==> config.mk <==
export PLATFORM = sky130hd
export DESIGN_NAME = rxafc_top
export DESIGN_NICKNAME = d
export VERILOG_FILES = /design/src/verilog/rxafc_pkg.sv /design/src/verilog/rxafc_sync.sv /design/src/verilog/rxafc_tmr.sv /design/src/verilog/rxafc_top.sv
export VERILOG_INCLUDE_DIRS = /design/src /design/src/verilog
export SDC_FILE = /design/constraint.sdc
export NUM_CORES = 1
export LEC_CHECK = 0
export ABC_CLOCK_PERIOD_IN_PS = 17000
export BUFFER_PORTS_ARGS = -buffer_cell sky130_fd_sc_hd__buf_2
export CAP_MARGIN = 0
export CORE_UTILIZATION = 50
export CTS_CLUSTER_SIZE = 28
export DETAILED_ROUTE_END_ITERATION = 6
export GPL_TIMING_DRIVEN = 0
export PLACE_DENSITY = 0.69
export SYNTH_ARGS = -nofsm -noshare
export SYNTH_HDL_FRONTEND = slang
export SYNTH_SLANG_ARGS = --single-unit
==> constraint.sdc <==
create_clock -name ref_clk -period 17 [get_ports ref_clk]
set_clock_uncertainty 0.15 [all_clocks]
set_input_delay 3.4 -clock ref_clk [delete_from_list [all_inputs] [get_ports ref_clk]]
set_output_delay 3.4 -clock ref_clk [all_outputs]
set_load 0.005 [all_outputs]
==> src/verilog/rxafc_defs.svh <==
`ifndef RXAFC_DEFS_SVH
`define RXAFC_DEFS_SVH
// Register byte offsets
`define RA_OPMODE   8'h00
`define RA_CTRL     8'h04
`define RA_BW       8'h08
`define RA_DETECT   8'h0C
`define RA_FRF      8'h10
`define RA_AFCVAL   8'h14
`define RA_TIMEOUT  8'h18
`define RA_FLAGS    8'h1C
// Control register bits
`define CB_AUTO     0
`define CB_ACLR     1
`define CB_START    2
`define CB_LOWIDX   3
`define CB_PREON    4
`define CB_RESTART  5
`define CB_TSTART   6
`define CB_TBUSY    7
// Flag register bits
`define FB_PRE      0
`define FB_TMO      1
`define FB_LVL      2
`define FB_AFC      3
// Reset values
`define RST_FRF     24'h6C8000
`define RST_RXBW    5'h05
`define RST_AFCBW   5'h0B
`define RST_TOL     5'h0A
`define RST_PLEN    2'h1
// Timing
`define CLK_MHZ     20
`define TEMP_MAX_US 100
`define TEMP_CYC    ((`TEMP_MAX_US * `CLK_MHZ) - 1)
`define SEQ_STEP_US 2
`define SEQ_CYC     (`SEQ_STEP_US * `CLK_MHZ)
`define FEI_BITS    4
`define TMO_BITS    16
`define LOWIDX_HZ   488
`define FSTEP_HZ    61
`define LOWIDX_LSB  (`LOWIDX_HZ / `FSTEP_HZ)
`endif

==> src/verilog/rxafc_pkg.sv <==
package rxafc_pkg;
   typedef enum logic [2:0] {
      RXAFC_SLEEP, RXAFC_STBY, RXAFC_FS, RXAFC_TX, RXAFC_RX, RXAFC_LISTEN
   } rxafc_mode_e;
   typedef enum logic [1:0] {AFC_IDLE, AFC_WAIT, AFC_MEAS, AFC_APPLY} rxafc_afc_e;
endpackage : rxafc_pkg

==> src/verilog/rxafc_sync.sv <==
`timescale 1ns/1ps
module rxafc_sync
(
   input  wire logic clk,   // Clock
   input  wire logic rst,   // Async reset
   input  wire logic d,     // Asynchronous pin
   output logic      q      // Filtered level
);
   logic s1_r;
   logic s2_r;
   logic s3_r;

   // Three stages; accept a change once stages two and three agree
   always_ff @(posedge clk or posedge rst)
   begin
      if (rst)
      begin
         s1_r <= 1'b0;
         s2_r <= 1'b0;
         s3_r <= 1'b0;
         q    <= 1'b0;
      end
      else
      begin
         s1_r <= d;
         s2_r <= s1_r;
         s3_r <= s2_r;
         if (s2_r == s3_r)
            q <= s3_r;
      end
   end
endmodule : rxafc_sync

==> src/verilog/rxafc_tmr.sv <==
`timescale 1ns/1ps
`include "rxafc_defs.svh"
module rxafc_tmr
(
   input  wire logic       clk,      // Clock
   input  wire logic       rst,      // Async reset
   input  wire logic       clr,      // Restart timing
   input  wire logic       run,      // Count enable
   input  wire logic       bit_tick, // One pulse per bit
   input  wire logic [7:0] limit,    // Units of 16 bits, 0 = off
   output logic            expired   // Pulse on expiry
);
   logic [3:0] sub_r;
   logic [7:0] unit_r;

   // Sixteen bit periods per unit; a zero limit never fires
   always_ff @(posedge clk or posedge rst)
   begin
      if (rst)
      begin
         sub_r   <= 4'h0;
         unit_r  <= 8'h00;
         expired <= 1'b0;
      end
      else
      begin
         expired <= 1'b0;
         if (clr)
         begin
            sub_r  <= 4'h0;
            unit_r <= 8'h00;
         end
         else if (run && bit_tick && limit != 8'h00 && unit_r != limit)
         begin
            sub_r <= sub_r + 4'h1;
            if (sub_r == 4'(`TMO_BITS - 1))
            begin
               unit_r <= unit_r + 8'h01;
               if (unit_r + 8'h01 == limit)
                  expired <= 1'b1;
            end
         end
      end
   end
endmodule : rxafc_tmr

==> src/verilog/rxafc_top.sv <==
// What this block does
// Correction measured only while preamble received
// Subtract correction from carrier frequency word
// Auto enable launches correction on receiver entry
// Manual start bit launches one correction
// Auto-clear discards previous correction first
// Use correction bandwidth during correction phase
// Low-index adds offset code times 488 Hz
// Software keeps offset above DC cut
// Software offsets carrier for wide-band use
// Match length selects 1..3 bytes; 11 reserved
// Software sets tolerance 10, two bytes
// Preamble found raises flag and pin
// Processor may restart receiver on preamble
// Temperature only in standby or synth mode
// Temperature done and busy cleared within 100us
// Temperature code falls one per degree
// Start timeout fires without signal level
// Post-level timeout fires after signal level
// Mode field selects mode and enabled blocks
// Periodic listen overrides mode field
// Sequencer orders wake-up unless bypassed
// Error estimate takes four bits, signed
// Leaving receive resets both timeout counters
// Timeout flag held, raised once per sequence
//
// The APB interface to the registers and the register addresses were decided locally.
`timescale 1ns/1ps
`include "rxafc_defs.svh"
module rxafc_top
   import rxafc_pkg::*;
(
   input  wire logic        ref_clk,       // 20 MHz clock
   input  wire logic        rst,           // Async reset, high
   input  wire logic        psel,          // APB select
   input  wire logic        penable,       // APB enable
   input  wire logic        pwrite,        // APB write
   input  wire logic [7:0]  paddr,         // APB byte address
   input  wire logic [31:0] pwdata,        // APB write data
   output logic [31:0]      prdata,        // APB read data
   output logic             pready,        // APB ready
   output logic             pslverr,       // APB error
   input  wire logic        bit_tick,      // One pulse per bit period
   input  wire logic        rx_data,       // Demodulated bit
   input  wire logic        level_pin,     // Signal level comparator
   input  wire logic [15:0] fei_in,        // Signed error estimate
   input  wire logic [7:0]  temp_adc,      // Sensor conversion
   output logic [23:0]      carrier_word,  // Operating frequency
   output logic [4:0]       chan_bw,       // Active filter bandwidth
   output logic [3:0]       blk_en,        // {rx,tx,synth,osc}
   output logic             listen_act,    // Listen mode active
   output logic             fei_run,       // Estimator running
   output logic             adc_temp_sel,  // Converter on sensor
   output logic             preamble_pin,  // Preamble found pin
   output logic             timeout_pin    // Timeout pin
);
   logic [2:0]  mode_r;
   logic        listen_r;
   logic        bypass_r;
   logic        auto_r;
   logic        aclr_r;
   logic        lowidx_r;
   logic        preon_r;
   logic [4:0]  rxbw_r;
   logic [4:0]  afcbw_r;
   logic [2:0]  dccut_r;
   logic [7:0]  lowoff_r;
   logic [1:0]  plen_r;
   logic [4:0]  tol_r;
   logic [7:0]  to_start_r;
   logic [7:0]  to_post_r;
   logic [3:0]  flags_r;
   logic [15:0] afcval_r;
   logic [15:0] fei_r;
   logic [7:0]  temp_r;
   logic        wr;
   logic        rd_ok;
   logic        start_wr;
   logic        restart_wr;
   logic        tstart_wr;
   logic [31:0] rdat;
   rxafc_mode_e cur_r;
   rxafc_mode_e tgt;
   logic [5:0]  seq_r;
   logic        rx_act;
   logic        rx_act_d;
   logic        rx_entry;
   logic        level;
   logic        lvl_seen_r;
   logic        tmo_done_r;
   logic        exp_start;
   logic        exp_post;
   logic        pre_hit;
   rxafc_afc_e  afc_st;
   logic [1:0]  fei_cnt_r;
   logic [15:0] corr;
   logic        tbusy_r;
   logic [10:0] tcnt_r;
   logic        last_r;
   logic [4:0]  run_r;
   logic [4:0]  err_r;
   logic [4:0]  need;

   assign wr = psel && penable && pready && pwrite;
   assign start_wr = wr && paddr == `RA_CTRL && pwdata[`CB_START];
   assign restart_wr = wr && paddr == `RA_CTRL && pwdata[`CB_RESTART];
   assign tstart_wr = wr && paddr == `RA_CTRL && pwdata[`CB_TSTART];

   // Read mux, if chain per address
   always_comb
   begin
      rdat = 32'h0000_0000;
      rd_ok = 1'b1;
      if (paddr == `RA_OPMODE)
         rdat = {21'h0, 3'(cur_r), bypass_r, listen_r, 3'h0, mode_r};
      else if (paddr == `RA_CTRL)
         rdat = {24'h0, tbusy_r, 2'h0, preon_r, lowidx_r,
                 afc_st != AFC_IDLE, aclr_r, auto_r};
      else if (paddr == `RA_BW)
         rdat = {16'h0, dccut_r, afcbw_r, 3'h0, rxbw_r};
      else if (paddr == `RA_DETECT)
         rdat = {17'h0, tol_r, plen_r, lowoff_r};
      else if (paddr == `RA_FRF)
         rdat = {8'h00, carrier_word};
      else if (paddr == `RA_AFCVAL)
         rdat = {fei_r, afcval_r};
      else if (paddr == `RA_TIMEOUT)
         rdat = {16'h0, to_post_r, to_start_r};
      else if (paddr == `RA_FLAGS)
         rdat = {16'h0, temp_r, 4'h0, flags_r};
      else
         rd_ok = 1'b0;
   end

   // One wait state so that read data comes from a flop
   always_ff @(posedge ref_clk or posedge rst)
   begin
      if (rst)
      begin
         pready  <= 1'b0;
         prdata  <= 32'h0000_0000;
         pslverr <= 1'b0;
      end
      else
      begin
         pready  <= psel && penable && !pready;
         prdata  <= (psel && !pwrite) ? rdat : 32'h0000_0000;
         pslverr <= psel && penable && !pready && !rd_ok;
      end
   end

   // Configuration registers
   always_ff @(posedge ref_clk or posedge rst)
   begin
      if (rst)
      begin
         mode_r <= 3'h1;
         listen_r <= 1'b0;
         bypass_r <= 1'b0;
         auto_r <= 1'b0;
         aclr_r <= 1'b0;
         lowidx_r <= 1'b0;
         preon_r <= 1'b1;
         rxbw_r <= `RST_RXBW;
         afcbw_r <= `RST_AFCBW;
         dccut_r <= 3'h4;
         lowoff_r <= 8'h00;
         plen_r <= `RST_PLEN;
         tol_r <= `RST_TOL;
         to_start_r <= 8'h00;
         to_post_r <= 8'h00;
      end
      else if (wr)
      begin
         if (paddr == `RA_OPMODE)
         begin
            mode_r <= pwdata[2:0];
            listen_r <= pwdata[6];
            bypass_r <= pwdata[7];
         end
         else if (paddr == `RA_CTRL)
         begin
            auto_r <= pwdata[`CB_AUTO];
            aclr_r <= pwdata[`CB_ACLR];
            lowidx_r <= pwdata[`CB_LOWIDX];
            preon_r <= pwdata[`CB_PREON];
         end
         else if (paddr == `RA_BW)
         begin
            rxbw_r <= pwdata[4:0];
            afcbw_r <= pwdata[12:8];
            dccut_r <= pwdata[15:13];
         end
         else if (paddr == `RA_DETECT)
         begin
            lowoff_r <= pwdata[7:0];
            plen_r <= pwdata[9:8];
            tol_r <= pwdata[14:10];
         end
         else if (paddr == `RA_TIMEOUT)
         begin
            to_start_r <= pwdata[7:0];
            to_post_r <= pwdata[15:8];
         end
      end
   end

   // Requested mode; listen wins over the mode field
   always_comb
   begin
      if (listen_r)
         tgt = RXAFC_LISTEN;
      else if (mode_r == 3'h0)
         tgt = RXAFC_SLEEP;
      else if (mode_r == 3'h1)
         tgt = RXAFC_STBY;
      else if (mode_r == 3'h2)
         tgt = RXAFC_FS;
      else if (mode_r == 3'h3)
         tgt = RXAFC_TX;
      else if (mode_r == 3'h4)
         tgt = RXAFC_RX;
      else
         tgt = cur_r; // Undefined codes keep the present mode
   end

   // Sequencer: wake upward one stage per step, fall directly
   always_ff @(posedge ref_clk or posedge rst)
   begin
      if (rst)
      begin
         cur_r <= RXAFC_STBY;
         seq_r <= 6'h00;
      end
      else if (bypass_r || tgt == RXAFC_LISTEN)
      begin
         cur_r <= tgt;
         seq_r <= 6'h00;
      end
      else if (cur_r != tgt)
      begin
         seq_r <= seq_r + 6'h01;
         if (seq_r == 6'(`SEQ_CYC - 1))
         begin
            seq_r <= 6'h00;
            if (cur_r == RXAFC_SLEEP || cur_r == RXAFC_LISTEN)
               cur_r <= (tgt == RXAFC_SLEEP) ? RXAFC_SLEEP : RXAFC_STBY;
            else if (cur_r == RXAFC_STBY && tgt != RXAFC_SLEEP)
               cur_r <= RXAFC_FS;
            else
               cur_r <= tgt;
         end
      end
      else
         seq_r <= 6'h00;
   end

   assign rx_act = (cur_r == RXAFC_RX);
   assign rx_entry = (rx_act && !rx_act_d) || (rx_act && restart_wr);

   // Enabled blocks per applied mode; listen flag registered alongside
   always_ff @(posedge ref_clk or posedge rst)
   begin
      if (rst)
      begin
         blk_en <= 4'h1;
         listen_act <= 1'b0;
         rx_act_d <= 1'b0;
      end
      else
      begin
         rx_act_d <= rx_act;
         listen_act <= (cur_r == RXAFC_LISTEN);
         case (cur_r)
            RXAFC_SLEEP: blk_en <= 4'h0;
            RXAFC_STBY:  blk_en <= 4'h1;
            RXAFC_FS:    blk_en <= 4'h3;
            RXAFC_TX:    blk_en <= 4'h7;
            RXAFC_RX:    blk_en <= 4'hB;
            default:     blk_en <= 4'h1;
         endcase
      end
   end

   rxafc_sync u_lvl
   (
      .clk (ref_clk),
      .rst (rst),
      .d   (level_pin),
      .q   (level)
   );

   // Alternating-bit finder; mismatches up to the tolerance are forgiven
   assign need = (plen_r == 2'h0) ? 5'h08 : (plen_r == 2'h1) ? 5'h10 : 5'h18;
   always_ff @(posedge ref_clk or posedge rst)
   begin
      if (rst)
      begin
         last_r <= 1'b0;
         run_r <= 5'h00;
         err_r <= 5'h00;
         pre_hit <= 1'b0;
      end
      else
      begin
         pre_hit <= 1'b0;
         if (!preon_r || !rx_act || plen_r == 2'h3)
         begin
            run_r <= 5'h00;
            err_r <= 5'h00;
         end
         else if (bit_tick)
         begin
            last_r <= rx_data;
            if (rx_data != last_r || err_r < tol_r)
            begin
               err_r <= (rx_data != last_r) ? err_r : err_r + 5'h01;
               if (run_r + 5'h01 == need)
               begin
                  pre_hit <= 1'b1;
                  run_r <= 5'h00;
                  err_r <= 5'h00;
               end
               else
                  run_r <= run_r + 5'h01;
            end
            else
            begin
               run_r <= 5'h00;
               err_r <= 5'h00;
            end
         end
      end
   end

   rxafc_tmr u_tmr_start
   (
      .clk      (ref_clk),
      .rst      (rst),
      .clr      (!rx_act || rx_entry),
      .run      (!lvl_seen_r),
      .bit_tick (bit_tick),
      .limit    (to_start_r),
      .expired  (exp_start)
   );

   rxafc_tmr u_tmr_post
   (
      .clk      (ref_clk),
      .rst      (rst),
      .clr      (!rx_act || rx_entry),
      .run      (lvl_seen_r),
      .bit_tick (bit_tick),
      .limit    (to_post_r),
      .expired  (exp_post)
   );

   // Sticky flags; a hardware set wins over a same-cycle software clear
   always_ff @(posedge ref_clk or posedge rst)
   begin
      if (rst)
      begin
         flags_r <= 4'h0;
         lvl_seen_r <= 1'b0;
         tmo_done_r <= 1'b0;
         preamble_pin <= 1'b0;
         timeout_pin <= 1'b0;
      end
      else
      begin
         if (!rx_act || rx_entry)
         begin
            lvl_seen_r <= 1'b0;
            tmo_done_r <= 1'b0;
         end
         else
         begin
            if (level)
               lvl_seen_r <= 1'b1;
            if ((exp_start && !lvl_seen_r) || (exp_post && lvl_seen_r))
               tmo_done_r <= 1'b1;
         end
         if (wr && paddr == `RA_FLAGS)
            flags_r <= flags_r & ~pwdata[3:0];
         if (rx_entry)
            flags_r[`FB_TMO] <= 1'b0;
         if (pre_hit)
            flags_r[`FB_PRE] <= 1'b1;
         if (level && rx_act)
            flags_r[`FB_LVL] <= 1'b1;
         if (exp_start && !lvl_seen_r && !tmo_done_r && !rx_entry)
            flags_r[`FB_TMO] <= 1'b1;
         if (exp_post && lvl_seen_r && !tmo_done_r && !rx_entry)
            flags_r[`FB_TMO] <= 1'b1;
         if (afc_st == AFC_APPLY)
            flags_r[`FB_AFC] <= 1'b1;
         preamble_pin <= flags_r[`FB_PRE] || pre_hit;
         timeout_pin <= flags_r[`FB_TMO];
      end
   end

   // Correction: estimate plus optional low-index offset in synth steps
   assign corr = fei_r + (lowidx_r ? 16'(lowoff_r * `LOWIDX_LSB) : 16'h0000);

   // Correction sequence
   always_ff @(posedge ref_clk or posedge rst)
   begin
      if (rst)
      begin
         afc_st <= AFC_IDLE;
         fei_cnt_r <= 2'h0;
         fei_r <= 16'h0000;
         afcval_r <= 16'h0000;
         carrier_word <= `RST_FRF;
         fei_run <= 1'b0;
         chan_bw <= `RST_RXBW;
      end
      else
      begin
         chan_bw <= (afc_st == AFC_MEAS) ? afcbw_r : rxbw_r;
         fei_run <= (afc_st == AFC_MEAS);
         if (wr && paddr == `RA_FRF)
            carrier_word <= pwdata[23:0];
         case (afc_st)
            AFC_IDLE:
            begin
               if (auto_r && rx_entry)
               begin
                  afc_st <= AFC_WAIT;
                  if (aclr_r)
                  begin
                     carrier_word <= carrier_word + {{8{afcval_r[15]}}, afcval_r};
                     afcval_r <= 16'h0000;
                  end
               end
               else if (!auto_r && start_wr)
                  afc_st <= AFC_WAIT;
            end
            AFC_WAIT:
            begin
               fei_cnt_r <= 2'h0;
               if (!rx_act)
                  afc_st <= AFC_IDLE;
               else if (pre_hit)
                  afc_st <= AFC_MEAS;
            end
            AFC_MEAS:
            begin
               if (!rx_act)
                  afc_st <= AFC_IDLE;
               else if (bit_tick)
               begin
                  fei_cnt_r <= fei_cnt_r + 2'h1;
                  if (fei_cnt_r == 2'(`FEI_BITS - 1))
                  begin
                     fei_r <= fei_in;
                     afc_st <= AFC_APPLY;
                  end
               end
            end
            AFC_APPLY:
            begin
               carrier_word <= carrier_word - {{8{corr[15]}}, corr};
               afcval_r <= afcval_r + corr;
               afc_st <= AFC_IDLE;
            end
            default: afc_st <= AFC_IDLE;
         endcase
      end
   end

   // Temperature: standby or synth only, fixed run under 100 us
   always_ff @(posedge ref_clk or posedge rst)
   begin
      if (rst)
      begin
         tbusy_r <= 1'b0;
         tcnt_r <= 11'h000;
         temp_r <= 8'h00;
         adc_temp_sel <= 1'b0;
      end
      else
      begin
         adc_temp_sel <= tbusy_r;
         if (!tbusy_r)
         begin
            if (tstart_wr && (cur_r == RXAFC_STBY || cur_r == RXAFC_FS))
            begin
               tbusy_r <= 1'b1;
               tcnt_r <= 11'h000;
            end
         end
         else if (tcnt_r == 11'(`TEMP_CYC - 1))
         begin
            tbusy_r <= 1'b0;
            temp_r <= 8'hFF - temp_adc;
         end
         else
            tcnt_r <= tcnt_r + 11'h001;
      end
   end
endmodule : rxafc_top

==> impl_metrics.tcl <==
set metrics [dict create \
    placedCellCount 1994 \
    grt_usage 0.285 \
    ctsLongestPathBuffers 3 \
    synth_ff_type "dfrtp_1" \
    max-cap-violations 0 \
    layout-drive-gt1-share 0.198 \
    worstMarginPinSlew_ns 0.888 \
    synth_edf_count 0 \
    relSlewSlack 0.403 \
    syn_avg_cell_area_um2 9.88 \
    die_w_um 173 \
    coreArea_um2 28700 \
    cts_buffers 27 \
    grt_pass1_wl_um 66300 \
    area_growth_pct 14.2 \
    cts_tree "yes" \
    grt_max_degree 129 \
    crit_type "in -> reg" \
    status "complete, no violations" \
    hold_class "reg -> reg" \
    final_area_um2 16700 \
    clk_pin_slew_ns 0.06 \
    synth_top_area_share 0.374 \
    syn_area_um2 14600 \
    path_delay_family "simple AND/OR/NAND/NOR gates" \
    finalPower_mw 1.26 \
    pwr_density_cell_nw_per_um2 75.9 \
    critical-path-slowest-cell "or4_4" \
    yosysMostFrequentCell "dfrtp_1" \
    dieArea_um2 29800 \
    crit_arrival_ns 6.42 \
    drt_iter0_drc 1222 \
    cts.repair.resized 0 \
    finalCritPeriodShare 0.363 \
    place_area_um2 15800 \
    finalCriticalPeriod_ns 6.16 \
    drc 0 \
    crit_path_cell_trace "buf_2 > or4_4 > nor4_4 > a31oi_4 > nor2_1 > nand3_1 > a21oi_1 > buf_2 > buf_2 > o22ai_1" \
    p_leak_nw 7.91 \
    routabilityCongestion 0.949 \
    cp-end-kind "flop" \
    overflow 0 \
    rows 62 \
    tns_ns 0 \
    ys_warn_count 0 \
    grt_pass1_vias 11600 \
    vias_per_cell 6.00 \
    fmax_mhz 162 \
    slowest_delay_ns 0.59 \
    maxSlewViolCount 0 \
    pin_count 144 \
    synthTopCellsByCount "dfrtp_1 (218), nor2_1 (140), nand2_1 (115)" \
    ys_seq_elements 238 \
    hold_buffers 0 \
    htree_levels 1 \
    setup_viol 0 \
    num_antenna_cells 0 \
    ys_types 84 \
    detail_route.wirelength_um 42500 \
    synthCells 1475 \
    crit_required_ns 17.26 \
    layout.nets 1795 \
    port_buffers 134 \
    cp_num_buf_inv 3 \
    post_cts_buffers 0 \
    cpMostUsedCell "buf_2" \
    die_h_um 173 \
    via_count 12300 \
    antenna_found_initial 2 \
    place_hpwl_um 31800 \
    clk_latency_ns 0.57 \
    initial_core_util 0.508 \
    crit_fanout 10 \
    synth.area.top_cells "dfrtp_1 (37%), ha_1 (6.9%), mux2_2 (6.3%)" \
    root_buffer "clkbuf_16" \
    clkSinkCount 238 \
    start_kind "input port" \
    yosysSeqAreaShare 0.410 \
    final_cells 2043 \
    wl_per_cell_um 20.8 \
    final-hold-violation-count 0 \
    syn-num-nets 1631 \
    synth_top_cell_by_area "dfrtp_1" \
    ant_nets 0 \
    ys_async_sr_fraction 1.00 \
    ir_worst_vdd_mv 0.0685 \
    drtPass1Iterations 5 \
    rsz0062_at_grt "no" \
]
[placed cells by master (no fill, tap or decap), types with 44 or more instances in the layout]
| cell type | count |
|---|---|
| buf_2 | 137 |
| inv_1 | 44 |
| xnor2_1 | 69 |
| dfrtp_1 | 218 |
| nand2_1 | 115 |
| mux2_2 | 82 |
| a21oi_1 | 95 |
| ha_1 | 80 |
| o21ai_0 | 58 |
| nor2_1 | 140 |
| xor2_1 | 50 |
[final cells by class]
type,instances,area (µm²)
sequential,238,5980
inverter,45,176
timing repair buffer,135,698
multi-input combinational,1141,8230
clock buffer,37,763
tap,384,480
buffer,51,206
fill,2537,12000
clock inverter,12,120
[sequential cells by signal (all words and copies together) (netlist names), 4 cells and up]
signal              cells
prdata                 32
carrier_word           24
afcval_r               16
fei_r                  16
tcnt_r                 11
lowoff_r                8
temp_r                  8
to_post_r               8
to_start_r              8
u_tmr_post.unit_r       8
u_tmr_start.unit_r      8
seq_r                   6
afcbw_r                 5
chan_bw                 5
err_r                   5
run_r                   5
rxbw_r                  5
tol_r                   5
blk_en                  4
flags_r                 4
u_tmr_post.sub_r        4
u_tmr_start.sub_r       4
[routing by layer]
metal	GRT usage	vias up	share of wire
met1	0.399	5887	0.42
met4	0.121	4	0.045
met5	0	-	0.00064
li1	-	5679	-
met2	0.434	578	0.45
met3	0.0528	105	0.086
[final timing paths]
check,startpoint,to,slack [ns],cells past startpoint
max in group asynchronous,rst,u_tmr_post.sub_r[3],12.73,3
min in group asynchronous,rst,blk_en[3],2.85,2
hold / removal,u_lvl.s1_r,u_lvl.s2_r,0.20,0
setup reg to reg,lowidx_r,carrier_word[16],12.02,20
setup / recovery,paddr[1],carrier_word[6],10.84,10
hold reg to reg,u_lvl.s1_r,u_lvl.s2_r,0.20,0
[cell families after synthesis]
logic type	after synthesis	synth area share
compound gates	354	0.162
xor+xnor	121	0.0737
fa+ha+maj	85	0.0748
buf+inv	96	0.0257
flops	238	0.410
mux	124	0.0999
simple gates	457	0.153
[stage by stage]
stage | hold slack (ns) | worst slack (ns) | util
detailed placement | 0.188 | 10.36 | 0.550
global placement | 0.184 | 4.25 | 0.548
floorplan | 0.181 | 6.95 | -
finish | 0.200 | 10.84 | 0.580
CTS | 0.202 | 10.94 | 0.580
global route | 0.222 | 10.73 | 0.580
[worst reg2reg max path, delay by kind of cell (launching register included)]
kind	cells	cell delay, ns
AO/OA/AOI/OAI	11	2.39
AND/OR/NAND/NOR	4	0.77
adder cells (fa/ha/maj)	2	0.59
flip-flops	1	0.50
XOR/XNOR	2	0.33
buffers and inverters	1	0.10
[where the power goes]
| group | internal (mW) | total [mW] | leakage [nW] | switching, mW |
|---|---|---|---|---|
| Sequential | 0.572 | 0.577 | 3.18 | 0.00465 |
| Combinational | 0.0310 | 0.105 | 4.30 | 0.0739 |
| Clock | 0.332 | 0.583 | 0.420 | 0.251 |
| Total | 0.935 | 1.26 | 7.91 | 0.330 |
Power figures use the tool's default switching activity.
